`src/rtl/esc_cfg.svh`:
```
`ifndef ESC_CFG_SVH
`define ESC_CFG_SVH
`define ESC_NUM_CS 4
`define ESC_CS_W 2
`define ESC_BOOT_SINGLE_LVL 1'h0
`define ESC_ENDIAN_BIG_LVL 1'h1
`define ESC_TYPE_CPU 1'h0
`define ESC_TYPE_REVERSED 1'h1
`define ESC_DMA_LITTLE 1'h0
`define ESC_DMA_BIG 1'h1
`define ESC_ADDR_LANE_MASK 2'h3
`define ESC_SIZE_BYTE 2'h0
`define ESC_SIZE_HALF 2'h1
`define ESC_SIZE_WORD 2'h2
`define ESC_HALF_LANE_MASK 2'h2
`endif

```
`src/rtl/esc_pkg.sv`:
```
package esc_pkg;
    typedef enum logic [1:0] {
        ESC_LITTLE,
        ESC_WORD_INV_BIG,
        ESC_REVERSED_BIG
    } esc_format_t;
    typedef enum logic {
        ESC_SINGLE_CHIP,
        ESC_SINGLE_BOOT
    } esc_mode_t;
endpackage

```
`src/rtl/esc_endian_select_and_convert.sv`:
```
`timescale 1ns/100ps
`include "esc_cfg.svh"
// Function
// [RULE1] byte order from boot mode and pin
// [RULE2] boot pin low at release: single boot
// [RULE3] single boot is always little-endian
// [RULE4] order pin low little, high big
// [RULE5] per chip select order type bit
// [RULE6] dma order bit: 0 little, 1 big
// [RULE7] software matches dma bit to pin order
// [RULE8] dma treated like cpu operand access
// [RULE9] converters on peripheral and dma paths
// [RULE10] little mode converts only reversed external
// [RULE11] big mode internal memory not converted
// [RULE12] big mode peripheral registers byte-reversed
// [RULE13] big mode dma data byte-reversed
// [RULE14] big mode reversed external areas converted
// [RULE15] reversed format matches register alignment
// [RULE16] swap lanes 0/3, 1/2, remap addresses
// [RULE17] capture pins at reset release, hold
module esc_endian_select_and_convert (
    input wire logic core_clk,
    input wire logic rst,
    input wire logic boot_mode_pin,
    input wire logic byte_order_pin,
    input wire logic [`ESC_NUM_CS-1:0] chip_select_area_config,
    input wire logic dma_channel_config,
    // peripheral bridge path
    input wire logic per_valid,
    input wire logic per_is_external,
    input wire logic [`ESC_CS_W-1:0] per_cs,
    input wire logic [1:0] per_size,
    input wire logic [1:0] per_addr_lo,
    input wire logic [31:0] per_wdata_in,
    input wire logic [31:0] per_rdata_in,
    output logic per_convert,
    output logic [1:0] per_addr_lo_out,
    output logic [31:0] per_wdata_out,
    output logic [31:0] per_rdata_out,
    // dma path
    input wire logic dma_valid,
    input wire logic dma_is_external,
    input wire logic dma_is_periph,
    input wire logic [`ESC_CS_W-1:0] dma_cs,
    input wire logic [1:0] dma_size,
    input wire logic [1:0] dma_addr_lo,
    input wire logic [31:0] dma_wdata_in,
    input wire logic [31:0] dma_rdata_in,
    output logic dma_convert,
    output logic [1:0] dma_addr_lo_out,
    output logic [31:0] dma_wdata_out,
    output logic [31:0] dma_rdata_out,
    // status
    output logic big_endian,
    output logic single_boot,
    output logic dma_order_mismatch
);
    logic rst_d_ff;
    logic big_ff;
    logic boot_ff;
    logic release_pulse;
    logic nxt_big;
    logic nxt_boot;
    logic per_cs_rev;
    logic dma_cs_rev;
    logic per_conv_w;
    logic dma_conv_w;
    logic [31:0] per_wdata_sw;
    logic [31:0] per_rdata_sw;
    logic [31:0] dma_wdata_sw;
    logic [31:0] dma_rdata_sw;
    logic [1:0] per_addr_w;
    logic [1:0] dma_addr_w;
    esc_pkg::esc_format_t per_fmt;

    // pins sampled in the first cycle after reset drops, then frozen
    assign release_pulse = rst_d_ff & ~rst; // [RULE17]
    assign nxt_boot = (boot_mode_pin == `ESC_BOOT_SINGLE_LVL); // [RULE2]
    // single boot forces little-endian regardless of the order pin
    assign nxt_big = ~nxt_boot &
        (byte_order_pin == `ESC_ENDIAN_BIG_LVL); // [RULE1] [RULE3] [RULE4]

    always_ff @(posedge core_clk) begin
        if (rst) begin
            rst_d_ff <= 1'h1;
            big_ff <= 1'h0;
            boot_ff <= 1'h0;
        end else begin
            rst_d_ff <= 1'h0;
            if (release_pulse) begin // [RULE17]
                big_ff <= nxt_big;
                boot_ff <= nxt_boot;
            end
        end
    end

    assign big_endian = big_ff;
    assign single_boot = boot_ff;

    // byte swap function of a word; reversed format then equals register alignment
    function automatic logic [31:0] esc_swap(input logic [31:0] d);
        esc_swap = {d[7:0], d[15:8], d[23:16], d[31:24]}; // [RULE16] [RULE15]
    endfunction

    // narrow accesses: byte address flips all lane bits, half flips the upper bit
    function automatic logic [1:0] esc_remap(input logic [1:0] a, input logic [1:0] sz);
        esc_remap = (sz == `ESC_SIZE_BYTE) ? (a ^ `ESC_ADDR_LANE_MASK) :
                    (sz == `ESC_SIZE_HALF) ? (a ^ `ESC_HALF_LANE_MASK) : a; // [RULE16]
    endfunction

    assign per_cs_rev = chip_select_area_config[per_cs] == `ESC_TYPE_REVERSED; // [RULE5]
    assign dma_cs_rev = chip_select_area_config[dma_cs] == `ESC_TYPE_REVERSED; // [RULE5]

    // cpu path: internal memory never converted; peripheral regs only in big mode
    assign per_conv_w = per_valid &
        (per_is_external ? per_cs_rev : big_ff); // [RULE10] [RULE11] [RULE12] [RULE14]
    // dma follows the same treatment as a cpu operand access
    assign dma_conv_w = dma_valid & (dma_is_external ? dma_cs_rev :
                        (dma_is_periph & big_ff)); // [RULE8] [RULE13]

    assign per_fmt = ~per_is_external ? (big_ff ? esc_pkg::ESC_REVERSED_BIG : esc_pkg::ESC_LITTLE)
                   : per_cs_rev ? esc_pkg::ESC_REVERSED_BIG
                   : (big_ff ? esc_pkg::ESC_WORD_INV_BIG : esc_pkg::ESC_LITTLE);

    assign per_wdata_sw = esc_swap(per_wdata_in); // [RULE9]
    assign per_rdata_sw = esc_swap(per_rdata_in); // [RULE9]
    assign dma_wdata_sw = esc_swap(dma_wdata_in); // [RULE9]
    assign dma_rdata_sw = esc_swap(dma_rdata_in); // [RULE9]
    assign per_addr_w = per_conv_w ? esc_remap(per_addr_lo, per_size) : per_addr_lo;
    assign dma_addr_w = dma_conv_w ? esc_remap(dma_addr_lo, dma_size) : dma_addr_lo;

    // one register stage per path; costs a cycle but gives clean data outputs
    always_ff @(posedge core_clk) begin
        if (rst) begin
            per_convert <= 1'h0;
            per_addr_lo_out <= 2'h0;
            per_wdata_out <= 32'h0;
            per_rdata_out <= 32'h0;
            dma_convert <= 1'h0;
            dma_addr_lo_out <= 2'h0;
            dma_wdata_out <= 32'h0;
            dma_rdata_out <= 32'h0;
            dma_order_mismatch <= 1'h0;
        end else begin
            per_convert <= per_conv_w;
            per_addr_lo_out <= per_addr_w;
            per_wdata_out <= per_conv_w ? per_wdata_sw : per_wdata_in;
            per_rdata_out <= per_conv_w ? per_rdata_sw : per_rdata_in;
            dma_convert <= dma_conv_w;
            dma_addr_lo_out <= dma_addr_w;
            dma_wdata_out <= dma_conv_w ? dma_wdata_sw : dma_wdata_in;
            dma_rdata_out <= dma_conv_w ? dma_rdata_sw : dma_rdata_in;
            // software must keep the dma order bit equal to the device order
            dma_order_mismatch <= dma_channel_config !=
                (big_ff ? `ESC_DMA_BIG : `ESC_DMA_LITTLE); // [RULE6] [RULE7]
        end
    end

    chk_boot_forces_little: assert property (@(posedge core_clk) disable iff (rst) // [RULE3]
        boot_ff |-> !big_ff) else $error("single boot not little-endian");
    chk_order_held: assert property (@(posedge core_clk) disable iff (rst) // [RULE17]
        !release_pulse |=> $stable(big_ff) && $stable(boot_ff))
        else $error("order changed after release");
    chk_capture_pins: assert property (@(posedge core_clk) disable iff (rst) // [RULE1]
        release_pulse |=> big_ff == $past(nxt_big) && boot_ff == $past(nxt_boot))
        else $error("pins not captured");
    chk_boot_level: assert property (@(posedge core_clk) disable iff (rst) // [RULE2]
        release_pulse && !boot_mode_pin |=> boot_ff) else $error("boot level wrong");
    chk_order_level: assert property (@(posedge core_clk) disable iff (rst) // [RULE4]
        release_pulse && boot_mode_pin |=> big_ff == $past(byte_order_pin))
        else $error("order pin level wrong");
    chk_ext_cs_type: assert property (@(posedge core_clk) disable iff (rst) // [RULE5]
        per_valid && per_is_external |=> per_convert == $past(per_cs_rev))
        else $error("external conversion wrong");
    chk_periph_big: assert property (@(posedge core_clk) disable iff (rst) // [RULE12]
        per_valid && !per_is_external |=> per_convert == $past(big_ff))
        else $error("peripheral conversion wrong");
    chk_swap_lanes: assert property (@(posedge core_clk) disable iff (rst) // [RULE16]
        per_conv_w |=> per_wdata_out[7:0] == $past(per_wdata_in[31:24]) &&
        per_wdata_out[15:8] == $past(per_wdata_in[23:16]))
        else $error("lane swap wrong");
    chk_dma_periph: assert property (@(posedge core_clk) disable iff (rst) // [RULE13]
        dma_valid && dma_is_periph && !dma_is_external |=> dma_convert == $past(big_ff))
        else $error("dma conversion wrong");
    chk_dma_mismatch: assert property (@(posedge core_clk) disable iff (rst) // [RULE6]
        ##1 dma_order_mismatch == ($past(dma_channel_config) != $past(big_ff)))
        else $error("dma mismatch flag wrong");

    // the rst term keeps the release edge out: outputs there still carry reset values
    chk_fmt_reversed: assert property (@(posedge core_clk) disable iff (rst) // [RULE15]
        per_valid |-> per_conv_w == (per_fmt == esc_pkg::ESC_REVERSED_BIG))
        else $error("format and conversion disagree");
    chk_fmt_cpu_order: assert property (@(posedge core_clk) disable iff (rst) // [RULE5]
        per_valid && per_is_external && chip_select_area_config[per_cs] == `ESC_TYPE_CPU |->
        per_fmt == (big_ff ? esc_pkg::ESC_WORD_INV_BIG : esc_pkg::ESC_LITTLE))
        else $error("external format wrong");
    chk_dma_ext_type: assert property (@(posedge core_clk) disable iff (rst) // [RULE8]
        !rst && dma_valid && dma_is_external |=> dma_convert == $past(dma_cs_rev))
        else $error("dma external conversion wrong");
    chk_dma_memory: assert property (@(posedge core_clk) disable iff (rst) // [RULE11]
        !rst && dma_valid && !dma_is_external && !dma_is_periph |=> !dma_convert)
        else $error("dma memory access converted");
    chk_idle_cpu: assert property (@(posedge core_clk) disable iff (rst) // [RULE10]
        !rst && !per_valid |=> !per_convert) else $error("idle cpu path converts");
    chk_idle_dma: assert property (@(posedge core_clk) disable iff (rst) // [RULE10]
        !rst && !dma_valid |=> !dma_convert) else $error("idle dma path converts");
    chk_pass_through: assert property (@(posedge core_clk) disable iff (rst) // [RULE11]
        !rst && !per_conv_w |=> per_wdata_out == $past(per_wdata_in) &&
        per_rdata_out == $past(per_rdata_in))
        else $error("unconverted data altered");
    chk_swap_upper: assert property (@(posedge core_clk) disable iff (rst) // [RULE16]
        !rst && per_conv_w |=> per_wdata_out[31:24] == $past(per_wdata_in[7:0]) &&
        per_wdata_out[23:16] == $past(per_wdata_in[15:8]))
        else $error("upper lane swap wrong");
    chk_dma_swap: assert property (@(posedge core_clk) disable iff (rst) // [RULE13]
        !rst && dma_conv_w |=> dma_rdata_out[7:0] == $past(dma_rdata_in[31:24]) &&
        dma_rdata_out[31:24] == $past(dma_rdata_in[7:0]) &&
        dma_wdata_out[15:8] == $past(dma_wdata_in[23:16]))
        else $error("dma lane swap wrong");
    chk_addr_byte: assert property (@(posedge core_clk) disable iff (rst) // [RULE16]
        !rst && per_conv_w && per_size == `ESC_SIZE_BYTE |=> per_addr_lo_out == ~$past(per_addr_lo))
        else $error("byte address remap wrong");
    chk_dma_addr_byte: assert property (@(posedge core_clk) disable iff (rst) // [RULE16]
        !rst && dma_conv_w && dma_size == `ESC_SIZE_BYTE |=> dma_addr_lo_out == ~$past(dma_addr_lo))
        else $error("dma byte address remap wrong");
    chk_addr_half: assert property (@(posedge core_clk) disable iff (rst) // [RULE16]
        !rst && per_conv_w && per_size == `ESC_SIZE_HALF |=>
        per_addr_lo_out[1] != $past(per_addr_lo[1]) && per_addr_lo_out[0] == $past(per_addr_lo[0]))
        else $error("half address remap wrong");
    chk_addr_word: assert property (@(posedge core_clk) disable iff (rst) // [RULE16]
        !rst && per_size == `ESC_SIZE_WORD |=> per_addr_lo_out == $past(per_addr_lo))
        else $error("word address changed");
endmodule

```
`config.mk`:
```
export PLATFORM = sky130hd
export DESIGN_NAME = esc_endian_select_and_convert
export DESIGN_NICKNAME = d
export VERILOG_FILES = /design/src/rtl/esc_pkg.sv /design/src/rtl/esc_endian_select_and_convert.sv
export VERILOG_INCLUDE_DIRS = /design/src /design/src/rtl
export SDC_FILE = /design/constraint.sdc
export NUM_CORES = 1
export LEC_CHECK = 0
export BUFFER_PORTS_ARGS = -buffer_cell sky130_fd_sc_hd__buf_2
export CAP_MARGIN = 10
export CELL_PAD_IN_SITES_DETAIL_PLACEMENT = 1
export CELL_PAD_IN_SITES_GLOBAL_PLACEMENT = 2
export CORE_UTILIZATION = 22
export CTS_CLUSTER_DIAMETER = 120
export DETAILED_ROUTE_END_ITERATION = 10
export PLACE_DENSITY = 0.89
export SLEW_MARGIN = 20
export SYNTH_ARGS = -nofsm -noshare
export SYNTH_HDL_FRONTEND = slang
export SYNTH_SLANG_ARGS = --single-unit
```
`constraint.sdc`:
```
create_clock -name core_clk -period 2.3 [get_ports core_clk]
set_clock_uncertainty 0.2 [all_clocks]
set_input_delay 0.345 -clock core_clk [delete_from_list [all_inputs] [get_ports core_clk]]
set_output_delay 0.345 -clock core_clk [all_outputs]
set_load 0.005 [all_outputs]
```
==> results of run 1 <==
==> Yosys cell counts (all sizes together) (2+ instances only) <==
cell    instances  area share
buf            22       0.028
dfxtp         138        0.57
o21ai           2      0.0021
mux2            2      0.0047
o31ai           2      0.0031
clkbuf         21       0.016
or3             2      0.0026
nor2            4      0.0031
nand2         256        0.20
a21oi         133        0.14
or4             2      0.0031
and3b           2      0.0036
==> cells by family (layout without fill, tap and decap cells) <==
logic type	Yosys count	after routing	share of synthesized area
xor gates and xnor gates	1	1	0.00181
other	0	1	0
AOI/OAI and AO/OA	142	142	0.156
DFF	138	138	0.572
and+or+nand+nor	270	270	0.217
muxes	3	3	0.00932
buffers and inverters	43	484	0.0440
==> cells in the final DEF (no fill, tap or decap), types with 2 or more instances in the layout <==
cell type,n
clkbuf_16,18
buf_4,7
buf_2,289
clkinvlp_4,4
nand2_1,256
dfxtp_1,137
or4_1,2
mux2_2,2
a21oi_1,133
o31ai_1,2
or3_1,2
o21ai_0,2
nor2_1,4
buf_12,6
and3b_1,2
inv_6,6
bufinv_16,2
dlygate4sd3_1,149
==> worst register-to-register path: cells and delay by family (launching register included) <==
kind | cells | cell delay (ns)
AO/OA/AOI/OAI | 2 | 0.39
AND/OR/NAND/NOR | 2 | 0.36
buffers and inverters | 2 | 0.78
flip-flops | 1 | 0.36
==> power by group <==
group	total, mW	internal [mW]	switching [mW]	leakage [nW]
Sequential	2.61	2.56	0.0506	1.15
Combinational	1.02	0.525	0.491	2.84
Clock	2.77	1.62	1.14	0.277
==> stage by stage <==
| stage | setup WS, ns | power, mW | hold slack [ns] | util | cells |
|---|---|---|---|---|---|
| 3_3_place_gp | 0.231 | 3.43 | 0.271 | 0.309 | 1130 |
| 3_5_place_dp | 0.192 | 3.45 | 0.275 | 0.309 | 1130 |
| 2_1_floorplan | 0.428 | 2.99 | 0.173 | - | 597 |
| 5_1_grt | 0.00732 | 6.70 | 0.0534 | 0.409 | 1313 |
| 4_1_cts | 0.0197 | 6.46 | 0.0174 | 0.407 | 1311 |
| 6_report | 0.0841 | 6.40 | 0.0474 | 0.409 | 1314 |
==> per-layer routing <==
metal  vias up  GRT usage  share of wire
met2       226      0.350           0.52
met5         -          0              0
met1      2785      0.173           0.38
met4         0     0.0621          0.021
met3        26     0.0670          0.082
li1       2796          -              -
==> final cells by class <==
cell class                 instances  area (sq um)
tap                              275           344
clock buffer                      18           429
timing repair buffer             452          3140
multi-input combinational        416          1870
fill                            2566         12600
sequential                       138          2760
clock inverter                    14           159
antenna                            1          2.50
==> path summary, 6_finish.rpt <==
kind	endpoint	slack, ns
hold reg to reg	single_boot$_SDFFE_PP0P_	0.29
setup / recovery	per_rdata_out[24]$_SDFF_PP0_	0.08
setup reg to reg	per_rdata_out[24]$_SDFF_PP0_	0.08
hold / removal	per_addr_lo_out[1]$_SDFF_PP0_	0.05
==> timing repair <==
item | CTS | global route
gates resized for setup | 0 | 1
hold endpoints to repair | 134 | 0
endpoints found under the setup margin | 0 | 12
hold buffers | 149 | 0
setup buffers | 0 | 1
==> registers in the layout (all words and copies together) (netlist names) <==
name and flops:
dma_rdata_out 32, dma_wdata_out 32, per_rdata_out 32, per_wdata_out 32, dma_addr_lo_out 2, per_addr_lo_out 2
big_endian 1, dma_convert 1, dma_order_mismatch 1, per_convert 1, rst_d_ff 1, single_boot 1
==> results by group, run 1 <==
Worst setup path
  • Crit-path max cell delay: 0.57 ns
  • Critical Path Start Type: register
  • Worst Setup SP: big_endian$_SDFFE_PP0P_
  • Worst Path Required: 2.39 ns
  • Critical Path Fanout Max: 64
  • WS Path Type: register to register
  • Worst r2r path cells: 6
  • CP cell instances: and3b_1, a221o_2, buf_12, nand2_1, a21oi_1, dlygate4sd3_1
  • R2r startpoint: big_endian$_SDFFE_PP0P_
  • Slowest CP cell: dlygate4sd3_1
  • WP buf/inv: 2
  • Critical path depth: 6
  • Crit. End Element: register
  • CP top delay family: buffers and inverters
  • Worst path arrival time: 2.31 ns

Final layout
  • Share of cells above drive strength 1: 0.329
  • Synthesis-to-finish area growth: 80.1%
  • # nets final: 1179
  • Final Cell Area: 0.00870 sq mm

Yosys
  • Fraction of registers with async set/reset: 0
  • Synth Warn #: 0
  • Syn Area/Cell: 8.09 sq um
  • Syn nets: 751
  • Post-Syn Area: 0.00483 sq mm
  • Yosys reg bits: 138
  • Register area share after synthesis: 0.572
  • Top_reg_cell synth: dfxtp_1
  • Number of synthesized flops with an enable pin: 0
  • Mapped Cells: 597
  • Yosys cell types: 25

Global route
  • Antenna violations before repair: 1
  • Total grt overflow: 0
  • Number of global-route vias before repair: 6323
  • First-pass GRT wire length: 31.4 mm
  • Pin count of the biggest net entering global routing: 70
  • All-Layer GR Usage: 0.181

STA
  • Setup violators final: 0
  • Fin. Hold Viols: 0
  • Setup TNS: 0 ns
  • Part of the cycle the worst path needs: 0.963
  • Max Fclk: 451 MHz
  • Minimum clock period: 2.22 ns
  • Worst Tran Pin Value: 0.471 ns
  • Final Slew Violations: 0
  • Worst slew margin: 0.686
  • RSZ-0062 raised after global routing: no

Drt
  • Initial DRC count: 163
  • First-pass DRT Iterations: 4
  • Routed wire length: 21.0 mm
  • Routed Antenna Nets: 0
  • Routed len/inst: 16.0 microns
  • DR vias: 5833
  • Remaining DRCs: 0
  • Vias/cell: 4.44

Floorplan
  • Top-Level Pins: 291
  • Row cnt: 53
  • Die area: 0.0226 sq mm
  • Die H: 150 microns
  • Core Region: 0.0213 sq mm
  • Initial core utilization: 0.227
  • Die Wd: 150 microns

Clocking
  • Clock tree buffer depth: 2
  • Cts bufs inserted: 17
  • Clock Latency Late Sink: 0.41 ns
  • CTS tree: built
  • Clock root cell: clkbuf_16
  • Clock Pin Slew Worst Setup and Hold Paths: 0.06 ns
  • H-tree depth: 4
  • # clock sinks: 138

Status
  • Run status: finished, final reports clean

Placement
  • DP Area: 0.00659 sq mm
  • Placer congestion estimate: 0.820
  • Buffers added on ports: 290
  • DP HPWL: 12.7 mm

Worst hold path
  • Worst hold path type: primary input to register
  • Worst hold path depth: 3
  • Hold path start: per_size[1]

Power and ir drop
  • P per Cell Area: 735 mW/mm^2
  • Peak VDD IR: 0.000406 V
  • P_leak: 4.26 nW

Run
  • Max Cap Violations: 0
Note: power is estimated with default switching activity, not from simulation.
==> inputs of run 2 (changes only) <==
--- a/config.mk
+++ b/config.mk
@@ -10,10 +10,10 @@
 export CAP_MARGIN = 10
 export CELL_PAD_IN_SITES_DETAIL_PLACEMENT = 1
 export CELL_PAD_IN_SITES_GLOBAL_PLACEMENT = 2
-export CORE_UTILIZATION = 22
+export CORE_UTILIZATION = 24
 export CTS_CLUSTER_DIAMETER = 120
 export DETAILED_ROUTE_END_ITERATION = 10
-export PLACE_DENSITY = 0.89
+export PLACE_DENSITY = 0.95
 export SLEW_MARGIN = 20
 export SYNTH_ARGS = -nofsm -noshare
 export SYNTH_HDL_FRONTEND = slang
==> constraint.sdc (replaced) <==
create_clock -name core_clk -period 2.7 [get_ports core_clk]
set_clock_uncertainty 0.2 [all_clocks]
set_input_delay 0.405 -clock core_clk [delete_from_list [all_inputs] [get_ports core_clk]]
set_output_delay 0.405 -clock core_clk [all_outputs]
set_load 0.005 [all_outputs]
==> run 2 against run 1 <==
Against the previous run: worst hold slack worse by 0.0079 ns; via count is 13% lower; cell area is 17% lower; sequential power is 15% lower; utilization is 4.2 points lower; flip-flop and latch count stayed put; clock-buffer cell count stayed put; die area is 8.2% lower; final cell count is 12% lower; critical path depth is 1 lower; maximum frequency is 13% higher.
==> results by group, run 2 (synthesized netlist as in run 1, its figures left out) <==
Status
  • Run status: finished, final reports clean

Drt
  • Remaining DRCs: 0
  • Routed Antenna Nets: 0
  • Initial DRC count: 153
  • First-pass DRT Iterations: 4
  • Routed len/inst: 14.2 microns
  • Routed wire length: 16.3 mm
  • DR vias: 5066
  • Vias/cell: 4.40

Final layout
  • Share of cells above drive strength 1: 0.380
  • Fin cells: 1151
  • Most frequent cells in the layout: buf_2, nand2_1, dfxtp_1
  • Number of diodes: 0
  • Commonest non-fill, non-tap cell in the layout: buf_2
  • Synthesis-to-finish area growth: 48.7%
  • Final Cell Area: 0.00718 sq mm
  • # nets final: 1028

Power and ir drop
  • P_leak: 3.62 nW
  • Peak VDD IR: 0.000381 V
  • Tot Pwr: 5.35 mW
  • P per Cell Area: 745 mW/mm^2

Clocking
  • Clock Pin Slew Worst Setup and Hold Paths: 0.06 ns
  • Clock Latency Late Sink: 0.41 ns
  • H-tree depth: 4
  • Cts repair resizes: 0
  • # clock sinks: 138
  • Cts bufs inserted: 17
  • Post-CTS setup buffer count: 0
  • Clock tree buffer depth: 2
  • Hold-fix buffers at CTS: 1
  • Clock root cell: clkbuf_16
  • CTS tree: built

Placement
  • Placer congestion estimate: 0.700
  • Dpl cells: 1119
  • DP Area: 0.00655 sq mm
  • DP HPWL: 11.8 mm
  • Buffers added on ports: 290

STA
  • Setup violators final: 0
  • Worst Tran Pin Value: 0.678 ns
  • Max Fclk: 508 MHz
  • Minimum clock period: 1.97 ns
  • Final Slew Violations: 0
  • Part of the cycle the worst path needs: 0.729
  • Worst slew margin: 0.548
  • Fin. Hold Viols: 0
  • RSZ-0062 raised after global routing: no
  • Setup TNS: 0 ns

Worst hold path
  • Hold Path Sink: per_wdata_out[20]$_SDFF_PP0_
  • Worst hold path type: primary input to register
  • Hold path start: per_wdata_in[12]
  • Worst hold path depth: 3

Global route
  • Number of global-route vias before repair: 5131
  • All-Layer GR Usage: 0.158
  • First-pass GRT wire length: 25.4 mm
  • Antenna violations before repair: 2
  • Pin count of the biggest net entering global routing: 73
  • Total grt overflow: 0

Run
  • Max Cap Violations: 0

Worst setup path
  • Worst Path Required: 2.84 ns
  • R2r startpoint: big_endian$_SDFFE_PP0P_
  • WS Path Type: register to register
  • Crit. End Element: register
  • R2r setup slk: 0.73 ns
  • CP cell instances: and4b_1, a31o_2, buf_4, nand2_1, a21oi_1
  • Worst Setup SP: big_endian$_SDFFE_PP0P_
  • Slowest CP cell: buf_4
  • Crit-path max cell delay: 0.52 ns
  • Worst path arrival time: 2.11 ns
  • Worst r2r path cells: 5
  • Critical Path Fanout Max: 64
  • Crit Reg-Reg Endpoint: dma_wdata_out[30]$_SDFF_PP0_
  • Critical Path Start Type: register

Floorplan
  • Core Region: 0.0196 sq mm
  • Top-Level Pins: 291
  • Row cnt: 51
  • Die Wd: 144 microns
  • Die H: 144 microns
  • Initial core utilization: 0.247
  • Die area: 0.0207 sq mm
run 2: cell count changes in the layout (fill, tap and decap cells not counted), sizes merged:
cell and change:
clkinvlp -1, diode -1, dlygate4sd3 -148, clkinv +1, buf -2, bufinv +2
clkbuf -1, inv -3
run 2: worst max-delay path, delay by kind of cell, from the launching register on:
kind,cells,cell delay (ns)
AOI/OAI and AO/OA,2,0.29
and+or+nand+nor,2,0.43
DFF,1,0.42
buffers and inverters,1,0.52
run 2: how the worst max path moves through the flow:
stage	to	slack [ns]
2_1_floorplan	dma_rdata_out[10]$_SDFF_PP0_	0.77
3_3_place_gp	per_wdata_out[28]$_SDFF_PP0_	0.47
3_5_place_dp	per_rdata_out[12]$_SDFF_PP0_	0.44
4_1_cts	per_rdata_out[12]$_SDFF_PP0_	0.71
5_1_grt	dma_wdata_out[26]$_SDFF_PP0_	0.56
6_report	dma_wdata_out[30]$_SDFF_PP0_	0.73
run 2: routing by layer:
layer | track usage | share of wire
met4 | 0.0526 | 0.014
met5 | 0 | 0.0018
met2 | 0.277 | 0.49
met3 | 0.0733 | 0.11
met1 | 0.165 | 0.38
run 2: layout make-up:
cell class | count | area [sq um]
fillers | 2420 | 12400
clock inverters | 13 | 191
repair buffers | 301 | 1600
clock buffers | 18 | 429
well taps | 265 | 332
flip-flops and latches | 138 | 2760
multi-input cells | 416 | 1870
run 2: power by group:
group,total [mW],switching (mW),internal [mW],leakage (nW)
clock,2.49,0.936,1.55,0.294
sequential,2.22,0.0358,2.18,1.15
combinational,0.645,0.350,0.295,2.17
run 2: stage by stage:
stage           util  hold slack (ns)  worst slack (ns)
6_report       0.367           0.0395             0.731
5_1_grt        0.367           0.0232             0.557
4_1_cts        0.367           0.0157             0.711
3_5_place_dp   0.335            0.275             0.444
3_3_place_gp   0.335            0.274             0.472
2_1_floorplan      -            0.233             0.768
==> inputs of run 3 (changes only) <==
--- a/config.mk
+++ b/config.mk
@@ -10,10 +10,10 @@
 export CAP_MARGIN = 10
 export CELL_PAD_IN_SITES_DETAIL_PLACEMENT = 1
 export CELL_PAD_IN_SITES_GLOBAL_PLACEMENT = 2
-export CORE_UTILIZATION = 24
+export CORE_UTILIZATION = 20
 export CTS_CLUSTER_DIAMETER = 120
 export DETAILED_ROUTE_END_ITERATION = 10
-export PLACE_DENSITY = 0.95
+export PLACE_DENSITY = 0.86
 export SLEW_MARGIN = 20
 export SYNTH_ARGS = -nofsm -noshare
 export SYNTH_HDL_FRONTEND = slang
==> constraint.sdc (replaced) <==
create_clock -name core_clk -period 1.8 [get_ports core_clk]
set_clock_uncertainty 0.2 [all_clocks]
set_input_delay 0.27 -clock core_clk [delete_from_list [all_inputs] [get_ports core_clk]]
set_output_delay 0.27 -clock core_clk [all_outputs]
set_load 0.005 [all_outputs]
==> run 3 against run 2 <==
Against the previous run: cell area up 22%; worst hold slack got worse by 0.015 ns; die area grew 20%; highest routed layer is now met4; utilization increased by 0.53 points; critical path depth increased by 1; largest power group unchanged; sequential power grew 50%; critical endpoint is now per_addr_lo_out[0]$_SDFF_PP0_; worst setup slack lost 0.65 ns; largest cell class is now buffers.
==> results by group, run 3 (synthesized netlist as in run 1, its figures left out) <==
Status
  • Run status: finished, final reports clean

Global route
  • Pin count of the biggest net entering global routing: 65
  • Antenna violations before repair: 0
  • Total grt overflow: 0
  • Number of global-route vias before repair: 6132
  • First-pass GRT wire length: 30.3 mm
  • All-Layer GR Usage: 0.158

Clocking
  • Clock Latency Late Sink: 0.41 ns
  • # clock sinks: 138
  • CTS tree: built
  • Cts bufs inserted: 17
  • Clock Pin Slew Worst Setup and Hold Paths: 0.06 ns
  • H-tree depth: 4
  • Clock tree buffer depth: 2
  • Clock root cell: clkbuf_16

Drt
  • Routed Antenna Nets: 0
  • Initial DRC count: 203
  • Vias/cell: 4.21
  • DR vias: 5738
  • Remaining DRCs: 0
  • Routed wire length: 19.9 mm
  • Routed len/inst: 14.6 microns
  • First-pass DRT Iterations: 4

Worst setup path
  • Critical Path Fanout Max: 12
  • Worst Path Required: 1.94 ns
  • Crit-path max cell delay: 0.39 ns
  • WS Path Type: register to register
  • Crit. End Element: register
  • Worst path arrival time: 1.86 ns
  • CP cell instances: and3b_2, a221oi_4, buf_12, buf_4, or4_1, a21oi_1
  • Slowest CP cell: or4_1
  • Critical Path Start Type: register

Worst hold path
  • Worst hold path type: primary input to register

Floorplan
  • Initial core utilization: 0.205
  • Die Wd: 157 microns
  • Row cnt: 56
  • Die H: 157 microns
  • Top-Level Pins: 291
  • Core Region: 0.0236 sq mm
  • Die area: 0.0248 sq mm

STA
  • Fin. Hold Viols: 0
  • Worst slew margin: 0.784
  • Setup TNS: 0 ns
  • WHS: 0.0249 ns
  • RSZ-0062 raised after global routing: no
  • Minimum clock period: 1.72 ns
  • Final WS setup: 0.0832 ns
  • Setup violators final: 0
  • Part of the cycle the worst path needs: 0.954
  • Final Slew Violations: 0
  • Worst Tran Pin Value: 0.323 ns
  • Max Fclk: 582 MHz

Placement
  • DP Area: 0.00683 sq mm
  • Placer congestion estimate: 0.744
  • Dpl cells: 1191
  • Pre-CTS WS: -0.164 ns
  • DP HPWL: 12.5 mm
  • Buffers added on ports: 290

Final layout
  • Area occupied by registers: 0.00277 sq mm
  • # nets final: 1184
  • Final Cell Area: 0.00878 sq mm
  • Fin cells: 1362
  • Most frequent cells in the layout: buf_2, nand2_1, dlygate4sd3_1
  • Area taken by multi-input logic gates: 0.00187 sq mm
  • Share of cells above drive strength 1: 0.343
  • Synthesis-to-finish area growth: 81.8%
  • Final core utilization: 0.372
  • Number of diodes: 0
  • Fill count: 2825
  • Commonest non-fill, non-tap cell in the layout: buf_2

Power and ir drop
  • P per Cell Area: 912 mW/mm^2
  • P_leak: 4.26 nW
  • Tot Pwr: 8.01 mW
  • Peak VDD IR: 0.000452 V

Run
  • Max Cap Violations: 0
[run 3: cell types whose count changed in the layout (fill, tap and decap cells not counted), moves of 3 or more]
cell / delta
bufinv_16: -3
dlygate4sd3_1: +138
buf_12: +6
clkinvlp_4: +3
buf_4: +12
[run 3: per-layer routing]
metal	wire (microns)	GRT usage
met1	8050	0.162
met2	10000	0.299
met3	1480	0.0520
met5	0	0
met4	302	0.0550
[run 3: worst paths after layout]
check / from / end / slack, ns / cells after the start
worst max-delay path: big_endian$_SDFFE_PP0P_ / per_addr_lo_out[0]$_SDFF_PP0_ / 0.08 / 6
worst max register to register: big_endian$_SDFFE_PP0P_ / per_addr_lo_out[0]$_SDFF_PP0_ / 0.08 / 6
worst min-delay path: dma_size[1] / dma_addr_lo_out[1]$_SDFF_PP0_ / 0.02 / 3
worst min register to register: rst_d_ff$_DFF_P_ / single_boot$_SDFFE_PP0P_ / 0.30 / 1
[run 3: timing repair]
action                                  in CTS  in global routing
endpoints found under the hold margin      135                  0
buffers inserted                             0                  0
endpoints found under the setup margin       1                  4
pin swaps                                    0                  2
hold buffers                               139                  0
resized for setup                            1                  3
[run 3: cell type report]
type / count / share of cell area
flip-flops and latches: 138 / 0.315
repair buffers: 457 / 0.363
clock inverters: 13 / 0.0137
well taps: 319 / 0.0454
clock buffers: 19 / 0.0493
multi-input cells: 416 / 0.213
[run 3: where the power goes]
part / internal (mW) / leakage, nW / switching [mW]
clock: 1.91 / 0.253 / 1.46
sequential: 3.27 / 1.15 / 0.0572
combinational: 0.687 / 2.86 / 0.616
total: 5.88 / 4.26 / 2.14
[run 3: critical path, delay by kind of cell, from the launching register on]
kind            cells  cell delay (ns)
compound gates      2             0.18
simple gates        2             0.61
flops               1             0.36
buf+inv             2             0.30
